**src/design/codec_rate_consts.svh**
```systemverilog
/*
 constants for the codec power, reset, rate and frame-sync divider bank.
 assumes inclusion by the design modules and by the testbench.
*/
`ifndef CODEC_RATE_CONSTS_SVH
`define CODEC_RATE_CONSTS_SVH

// register indices on the plain register port
`define ADDR_POWER_RATE      3'h3
`define ADDR_DIVIDER         3'h4

// power_reset_rate_control fields
`define PWR_SEL_HI           7
`define PWR_SEL_LO           6
`define SOFT_RESET_POS       5
`define OSR_HI               4
`define OSR_LO               3
`define ASYNC_RATE_FACTOR_HI              2
`define ASYNC_RATE_FACTOR_LO              0
`define POWER_RATE_RESET     8'h01

// frame_sync_divider_control fields
`define DIV_SELECT_POS       7
`define DIV_N_HI             6
`define DIV_N_LO             3
`define DIV_P_HI             2
`define DIV_P_LO             0

// divider reset codes: wide 16, four-bit 6, three-bit 8 (code 0)
`define DIV_M_RESET          7'h10
`define DIV_N_RESET          4'h6
`define DIV_P_RESET          3'h0

// frame-sync base factor and update delay in sampling periods
`define FS_BASE_DIV          16
`define UPDATE_PERIODS       2

`endif

```
**src/design/codec_rate_pkg.sv**
```systemverilog
/*
 types for the codec power, reset, rate and divider bank.
 assumes nothing beyond the constants header.
*/
package codec_rate_pkg;

   // power-down selection decode
   typedef enum logic [1:0]
   {
      PWR_FULL_ON   = 2'b00,
      PWR_ADC_DOWN  = 2'b01,
      PWR_DAC_DOWN  = 2'b10,
      PWR_ALL_DOWN  = 2'b11
   } power_mode_t;

   // which half of the divider readback comes next
   typedef enum logic
   {
      READ_NP = 1'b0,
      READ_M  = 1'b1
   } readback_t;

endpackage : codec_rate_pkg

```
**src/design/frame_sync_gen.sv**
```systemverilog
/*
 frame-sync generator: divides the master clock by 16*m*n*p.
 assumes the divisor arrives already decoded and stays steady.
*/
`timescale 1ns/100ps
`include "codec_rate_consts.svh"

module frame_sync_gen
#(
   parameter int DIV_W = 20
)
(
   // clock and reset
   input  wire logic             clock,
   input  wire logic             reset_n,
   // divisor, total master clocks per frame
   input  wire logic [DIV_W-1:0] divisor,
   // one-cycle pulse per frame
   output logic                  frame_pulse
);

   logic [DIV_W-1:0] count;

   initial
   begin
      if (DIV_W < 19)
         $error("frame_sync_gen: divisor width too small");
   end

   // count down; reload at zero so the period equals divisor
   always_ff @(posedge clock or negedge reset_n)
   begin
      if (!reset_n)
         count <= '0;
      else if (count == '0 || count >= divisor)
         count <= divisor - DIV_W'(1);
      else
         count <= count - DIV_W'(1);
   end

   // registered pulse at each reload
   always_ff @(posedge clock or negedge reset_n)
   begin
      if (!reset_n)
         frame_pulse <= 1'b0;
      else
         frame_pulse <= (count == '0);
   end

endmodule : frame_sync_gen

```
**src/design/codec_power_rate_divider_regs.sv**
```systemverilog
/*
 power, soft reset, oversampling, rate factor and frame-sync divider
 registers of a voice-band codec, with the frame-sync generator.
 assumes a host on a plain register port in this clock domain.
*/
// Notes on behaviour
// - power select: 00 on, 01 adc down, 10 dac down, 11 all down
// - writing one to bit 5 of power register resets whole device; here the frame-sync generator counter is not reset and keeps counting
// - oversample: x1 gives 512, 10 gives 256, 00 gives 128
// - rate factor codes 1..7 give n 1..7, code 0 gives 8
// - rate factor used only when channel rates differ
// - select low loads n and p; select high loads wide m
// - frame rate is master clock over 16 times m n p
// - wide divider 1..128, code zero means 128
// - four-bit divider 1..16, code zero means 16
// - three-bit divider 1..8, code zero means 8
// - new divider values act after two sampling periods
// - first read gives n and p, next read gives m
// - reset defaults m 16, n 6, p 8
// - p equal to 8 means coarse sampling mode
`timescale 1ns/100ps
`include "codec_rate_consts.svh"

module codec_power_rate_divider_regs
   import codec_rate_pkg::*;
#(
   parameter int DIV_W = 20
)
(
   // clock and reset
   input  wire logic        clock,
   input  wire logic        reset_n,
   // register port
   input  wire logic [2:0]  addr,
   input  wire logic [7:0]  wdata,
   input  wire logic        wr_en,
   input  wire logic        rd_en,
   output logic      [7:0]  rdata,
   // channel rate configuration
   input  wire logic        rates_differ,
   // decoded controls
   output logic             adc_power_down,
   output logic             dac_power_down,
   output logic             device_power_down,
   output logic      [9:0]  dac_oversample_ratio,
   output logic      [3:0]  async_rate_factor,
   output logic             coarse_mode,
   output logic             device_reset_pulse,
   output logic             frame_sync_rate,
   output logic             target_sample_rate
);

   logic [7:0]       power_reset_rate_control;
   logic [6:0]       div_m;
   logic [3:0]       div_n;
   logic [2:0]       div_p;
   logic [6:0]       act_m;
   logic [3:0]       act_n;
   logic [2:0]       act_p;
   logic             pending;
   logic [1:0]       period_count;
   readback_t        read_phase;
   logic             soft_reset;
   logic             frame_pulse;
   logic [DIV_W-1:0] divisor;
   logic [7:0]       m_val;
   logic [4:0]       n_val;
   logic [3:0]       p_val;
   logic [2:0]       rate_count;
   logic [3:0]       n_target;

   initial
   begin
      if (DIV_W < 19)
         $error("codec regs: divisor width too small");
   end

   wire wr_power = wr_en && addr == `ADDR_POWER_RATE;
   wire wr_div   = wr_en && addr == `ADDR_DIVIDER;

   assign soft_reset = wr_power && wdata[`SOFT_RESET_POS];

   // power register; reset bit self-clears since it resets the control, divider and rate-count registers
   always_ff @(posedge clock or negedge reset_n)
   begin
      if (!reset_n)
         power_reset_rate_control <= `POWER_RATE_RESET;
      else if (soft_reset)
         power_reset_rate_control <= `POWER_RATE_RESET;
      else if (wr_power)
         power_reset_rate_control <= wdata;
   end

   always_ff @(posedge clock or negedge reset_n)
   begin
      if (!reset_n)
      begin
         div_m <= `DIV_M_RESET;
         div_n <= `DIV_N_RESET;
         div_p <= `DIV_P_RESET;
      end
      else if (soft_reset)
      begin
         div_m <= `DIV_M_RESET;
         div_n <= `DIV_N_RESET;
         div_p <= `DIV_P_RESET;
      end
      else if (wr_div && wdata[`DIV_SELECT_POS])
         div_m <= wdata[6:0];
      else if (wr_div)
      begin
         div_n <= wdata[`DIV_N_HI:`DIV_N_LO];
         div_p <= wdata[`DIV_P_HI:`DIV_P_LO];
      end
   end

   // two frame periods before new values act
   always_ff @(posedge clock or negedge reset_n)
   begin
      if (!reset_n)
      begin
         pending      <= 1'b0;
         period_count <= 2'h0;
         act_m        <= `DIV_M_RESET;
         act_n        <= `DIV_N_RESET;
         act_p        <= `DIV_P_RESET;
      end
      else if (soft_reset)
      begin
         pending      <= 1'b0;
         period_count <= 2'h0;
         act_m        <= `DIV_M_RESET;
         act_n        <= `DIV_N_RESET;
         act_p        <= `DIV_P_RESET;
      end
      else if (wr_div)
      begin
         // a fresh write restarts the wait
         pending      <= 1'b1;
         period_count <= 2'h0;
      end
      else if (pending && frame_pulse)
      begin
         if (period_count == 2'(`UPDATE_PERIODS - 1))
         begin
            pending <= 1'b0;
            act_m   <= div_m;
            act_n   <= div_n;
            act_p   <= div_p;
         end
         period_count <= period_count + 2'h1;
      end
   end

   always_comb
   begin
      m_val = (act_m == 7'h00) ? 8'h80 : {1'b0, act_m};
      n_val = (act_n == 4'h0) ? 5'h10 : {1'b0, act_n};
      p_val = (act_p == 3'h0) ? 4'h8 : {1'b0, act_p};
   end

   assign divisor = DIV_W'(`FS_BASE_DIV) * DIV_W'(m_val)
                    * DIV_W'(n_val) * DIV_W'(p_val);

   frame_sync_gen #(.DIV_W(DIV_W)) u_fsgen
   (
      .clock       (clock),
      .reset_n     (reset_n),
      .divisor     (divisor),
      .frame_pulse (frame_pulse)
   );

   always_comb
   begin
      n_target = (power_reset_rate_control[`ASYNC_RATE_FACTOR_HI:`ASYNC_RATE_FACTOR_LO] == 3'h0)
                 ? 4'h8
                 : {1'b0, power_reset_rate_control[`ASYNC_RATE_FACTOR_HI:`ASYNC_RATE_FACTOR_LO]};
      if (!rates_differ)
         n_target = 4'h1;
   end

   // divide frame pulses by n for the target sample strobe
   always_ff @(posedge clock or negedge reset_n)
   begin
      if (!reset_n)
         rate_count <= 3'h0;
      else if (soft_reset)
         rate_count <= 3'h0;
      else if (frame_pulse)
         rate_count <= (4'(rate_count) + 4'h1 >= n_target)
                       ? 3'h0 : rate_count + 3'h1;
   end

   // registered strobes
   always_ff @(posedge clock or negedge reset_n)
   begin
      if (!reset_n)
      begin
         frame_sync_rate    <= 1'b0;
         target_sample_rate <= 1'b0;
         device_reset_pulse <= 1'b0;
      end
      else
      begin
         frame_sync_rate    <= frame_pulse;
         target_sample_rate <= frame_pulse && rate_count == 3'h0;
         device_reset_pulse <= soft_reset;
      end
   end

   // coarse mode on p of 8
   always_ff @(posedge clock or negedge reset_n)
   begin
      if (!reset_n)
      begin
         adc_power_down       <= 1'b0;
         dac_power_down       <= 1'b0;
         device_power_down    <= 1'b0;
         dac_oversample_ratio <= 10'h080;
         async_rate_factor    <= 4'h1;
         coarse_mode          <= 1'b1;
      end
      else
      begin
         unique case (power_mode_t'(power_reset_rate_control[7:6]))
            PWR_FULL_ON:
            begin
               adc_power_down    <= 1'b0;
               dac_power_down    <= 1'b0;
               device_power_down <= 1'b0;
            end
            PWR_ADC_DOWN:
            begin
               adc_power_down    <= 1'b1;
               dac_power_down    <= 1'b0;
               device_power_down <= 1'b0;
            end
            PWR_DAC_DOWN:
            begin
               adc_power_down    <= 1'b0;
               dac_power_down    <= 1'b1;
               device_power_down <= 1'b0;
            end
            PWR_ALL_DOWN:
            begin
               adc_power_down    <= 1'b1;
               dac_power_down    <= 1'b1;
               device_power_down <= 1'b1;
            end
         endcase
         if (power_reset_rate_control[`OSR_LO])
            dac_oversample_ratio <= 10'h200;
         else if (power_reset_rate_control[`OSR_HI])
            dac_oversample_ratio <= 10'h100;
         else
            dac_oversample_ratio <= 10'h080;
         async_rate_factor <= n_target;
         coarse_mode       <= (act_p == 3'h0);
      end
   end

   // alternating readback; divider writes and soft reset restart the pair
   always_ff @(posedge clock or negedge reset_n)
   begin
      if (!reset_n)
         read_phase <= READ_NP;
      else if (soft_reset || wr_div)
         read_phase <= READ_NP;
      else if (rd_en && addr == `ADDR_DIVIDER)
         read_phase <= (read_phase == READ_NP) ? READ_M : READ_NP;
   end

   // read data one cycle later; unmapped reads zero
   always_ff @(posedge clock or negedge reset_n)
   begin
      if (!reset_n)
         rdata <= 8'h00;
      else if (rd_en && addr == `ADDR_POWER_RATE)
         rdata <= power_reset_rate_control;
      else if (rd_en && addr == `ADDR_DIVIDER && read_phase == READ_NP)
         rdata <= {1'b0, div_n, div_p};
      else if (rd_en && addr == `ADDR_DIVIDER)
         rdata <= {1'b1, div_m};
      else
         rdata <= 8'h00;
   end

   // first readback after reset is the n/p half
   a_read_np_half: assert property (@(posedge clock) disable iff (!reset_n)
      rd_en && addr == `ADDR_DIVIDER && read_phase == READ_NP
      |=> rdata[7] == 1'b0)
      else $error("divider readback half wrong");

   a_coarse_tracks_p: assert property (@(posedge clock) disable iff (!reset_n)
      (act_p == 3'h0) |=> coarse_mode)
      else $error("coarse mode not set for p of 8");

   a_soft_reset_m: assert property (@(posedge clock) disable iff (!reset_n)
      soft_reset |=> div_m == `DIV_M_RESET && div_p == `DIV_P_RESET)
      else $error("soft reset did not restore dividers");

   a_no_early_act: assert property (@(posedge clock) disable iff (!reset_n)
      wr_div && !soft_reset |=> $stable(act_m) [*1])
      else $error("divider took effect immediately");

   a_m_select_keep: assert property (@(posedge clock) disable iff (!reset_n)
      wr_div && wdata[7] && !soft_reset |=> $stable(div_n))
      else $error("m write disturbed n");

   a_power_all: assert property (@(posedge clock) disable iff (!reset_n)
      power_reset_rate_control[7:6] == 2'b11 |=> device_power_down)
      else $error("full power down not decoded");

   a_osr_512: assert property (@(posedge clock) disable iff (!reset_n)
      power_reset_rate_control[3] |=> dac_oversample_ratio == 10'h200)
      else $error("oversample 512 not decoded");

   a_rate_same: assert property (@(posedge clock) disable iff (!reset_n)
      !rates_differ |=> async_rate_factor == 4'h1)
      else $error("rate factor applied with equal rates");

endmodule : codec_power_rate_divider_regs

```
**config.mk**
```make
export PLATFORM = sky130hd
export DESIGN_NAME = codec_power_rate_divider_regs
export DESIGN_NICKNAME = d
export VERILOG_FILES = /design/src/design/codec_rate_pkg.sv /design/src/design/frame_sync_gen.sv /design/src/design/codec_power_rate_divider_regs.sv
export VERILOG_INCLUDE_DIRS = /design/src /design/src/design
export SDC_FILE = /design/constraint.sdc
export NUM_CORES = 1
export LEC_CHECK = 0
export BUFFER_PORTS_ARGS = -buffer_cell sky130_fd_sc_hd__buf_2
export CAP_MARGIN = 20
export CORE_UTILIZATION = 24
export DETAILED_ROUTE_END_ITERATION = 7
export SYNTH_ARGS = -nofsm -noshare
export SYNTH_HDL_FRONTEND = slang
export SYNTH_SLANG_ARGS = --single-unit
```
**constraint.sdc**
```tcl
create_clock -name clock -period 10.1 [get_ports clock]
set_input_delay 2.02 -clock clock [delete_from_list [all_inputs] [get_ports clock]]
set_output_delay 2.02 -clock clock [all_outputs]
set_load 0.05 [all_outputs]
```
==> impl_metrics.tcl <==
set metrics [dict create \
    async_flop_share_pct 100.0 \
    numPortBuffers 37 \
    skew_ns 0.01258 \
    fill_cells 3168 \
    grt_max_degree 52 \
    synth_top_flop_cell "dfrtp_1" \
    powerDensity_mw_per_mm2 152.3 \
    final_common_cell "nand2_1" \
    drc 2 \
    worst_pin_slew_ns 0.8956 \
    max_freq_ghz 0.1107 \
    hold_depth 0 \
    cts_htree_levels 3 \
    syn2layout_area_growth_pct 12.14 \
    hp-class "reg2reg" \
    synthCells 777 \
    grt_pass1_wl_mm 26.44 \
    initial_core_util_pct 24.37 \
    finalSetupViolations 0 \
    reg2regPathDepth 31 \
    most-common-layout-cells "nand2_1 (99), inv_1 (81), dfrtp_1 (76)" \
    diodes 0 \
    seq_area_frac_synth_pct 29.97 \
    crit_buf_inv 3 \
    rsz0062_at_grt "false" \
    layout.nets 928 \
    track_usage_pct 10.39 \
    violations "design-rule violations" \
    drv_slew 0 \
    cpPeakStageDelay_ns 0.54 \
    cp.depth 31 \
    outcome "finished with violations" \
    tns_ns 0 \
    synth_cell_type_count 78 \
    cts_buffer_depth 2 \
    crit_type "reg2reg" \
    ctsRootBufferMaster "clkbuf_16" \
    final_hold_viol_count 0 \
    power.leakage_nw 3.852 \
    clk-insertion-delay-late_ns 0.35 \
    yosys_register_bits 86 \
    cts_tree "done" \
    drive_above_1_share_pct 10.96 \
    cts_repair_resize_count 0 \
    post-dp-hpwl_mm 12.17 \
    vias 5299 \
    crit_required_ns 10.33 \
    final_cell_area_sq_mm 0.008100 \
    peakVddDrop_mv 0.09673 \
    cp.arrival_ns 9.27 \
    clk_pin_slew_ns 0.08 \
    die_area_sq_mm 0.03080 \
    worst-path-max-fanout 20 \
    max_slew_margin_pct 39.74 \
    synth_edf_count 0 \
    ant_nets 0 \
    avgViaCountPerCell 4.408 \
    start_kind "register" \
    ioPinCount 45 \
    ys_warn_count 0 \
    cap_violations 0 \
    rows 63 \
    core_area_sq_mm 0.02964 \
    antenna_found_initial 0 \
    gp_congestion 0.8175 \
    drtPass1Iterations 6 \
    holdBufCountCts 0 \
    avgSynthCellArea_sq_um 9.296 \
    drt-total-wl_mm 15.36 \
    cp-end-kind "register" \
    cts_made_buffers 9 \
    cp_top_family "adder cells" \
    finalCriticalPeriod_ns 9.035 \
    slowest_stage "fa_1" \
    wl_per_cell_um 12.78 \
    min_period_over_period_pct 89.45 \
    cts_sinks 86 \
    seqCellArea_sq_mm 0.002165 \
    place_area_sq_mm 0.007799 \
    cp_common_cell "fa_1" \
    syn_area_sq_mm 0.007223 \
    grt-ovfl-total 0 \
    grt_pass1_vias 5455 \
    cts_setup_buffers 0 \
    multi_input_area_sq_mm 0.004628 \
    dieWidth_um 175.5 \
    die_y_um 175.5 \
    drt-initial-drc-count 167 \
]
metal layers:
metal / up-vias / share of wire, % / GRT usage, %
met5: - / 0 / 0
met3: 11 / 2.6 / 1.688
li1: 2676 / - / -
met1: 2533 / 50 / 14.13
met4: 0 / 1.2 / 2.355
met2: 79 / 46 / 17.20
sequential cells by signal, indices dropped and copies added (netlist names), 2 cells and up:
| register | cells |
|---|---|
| u_fsgen.count | 20 |
| power_reset_rate_control | 8 |
| rdata | 8 |
| act_m | 7 |
| div_m | 7 |
| act_n | 4 |
| async_rate_factor | 4 |
| div_n | 4 |
| act_p | 3 |
| dac_oversample_ratio | 3 |
| div_p | 3 |
| rate_count | 3 |
| period_count | 2 |
cells in the mapped netlist, types with 12 or more instances:
master,count,area [sq um]
nand2_1,99,371.6
inv_1,81,304.0
dfrtp_1,76,1902
ha_1,65,813.3
and2_1,55,344.1
fa_1,40,800.8
nor2_1,32,120.1
nand3_1,31,155.2
o21ai_0,29,145.1
xnor2_1,28,245.2
a21oi_1,21,105.1
xor2_1,20,175.2
clkbuf_1,18,67.56
mux2i_1,15,150.1
nor3_1,14,70.07
a22o_1,12,105.1
nor4_1,12,75.07
path summary, 6_finish.rpt:
path | startpoint | to | slack, ns
min | power_reset_rate_control[7] | dac_power_down | 0.45
max in group asynchronous | reset_n | u_fsgen.count[6] | 7.45
max reg2reg | act_n[0] | u_fsgen.count[18] | 1.07
min reg2reg | power_reset_rate_control[7] | dac_power_down | 0.45
min in group asynchronous | reset_n | adc_power_down | 1.61
max | act_n[0] | u_fsgen.count[18] | 1.07
logic make-up (layout without fill, tap and decap cells):
logic type | after synthesis | count (layout) | share of synthesized area (%)
multiplexers | 17 | 17 | 2.442
buffers and inverters | 109 | 138 | 6.270
other | 1 | 7 | 0.05192
adder cells (fa/ha/maj) | 106 | 106 | 22.50
XOR/XNOR | 50 | 50 | 6.357
AO/OA/AOI/OAI | 109 | 109 | 10.76
AND/OR/NAND/NOR | 299 | 299 | 21.65
flip-flops | 86 | 86 | 29.97
layout make-up:
| type | count | area share (%) |
|---|---|---|
| inverters | 82 | 3.800 |
| flip-flops and latches | 86 | 26.72 |
| repair buffers | 40 | 2.595 |
| multi-input cells | 588 | 57.14 |
| well taps | 390 | 6.024 |
| clock inverters | 7 | 0.9422 |
| clock buffers | 9 | 2.780 |
report_power, final:
part           internal [mW]  switching (mW)  total (mW)
combinational          0.193           0.249       0.443
sequential             0.398          0.0526       0.450
clock                  0.176           0.165       0.341
metrics by stage:
stage,setup WS [ns],hold WS (ns),utilization (%),power (mW),std cells
global placement,1.352,0.4356,26.31,0.8915,1186
detailed placement,1.095,0.4406,26.31,0.9048,1186
finish,1.065,0.4509,27.33,1.234,1202
global route,0.4559,0.4430,27.33,1.315,1202
floorplan,1.405,0.4052,-,0.8239,783
CTS,1.076,0.4505,27.33,1.249,1202
Note: power is estimated with default switching activity, not from simulation.
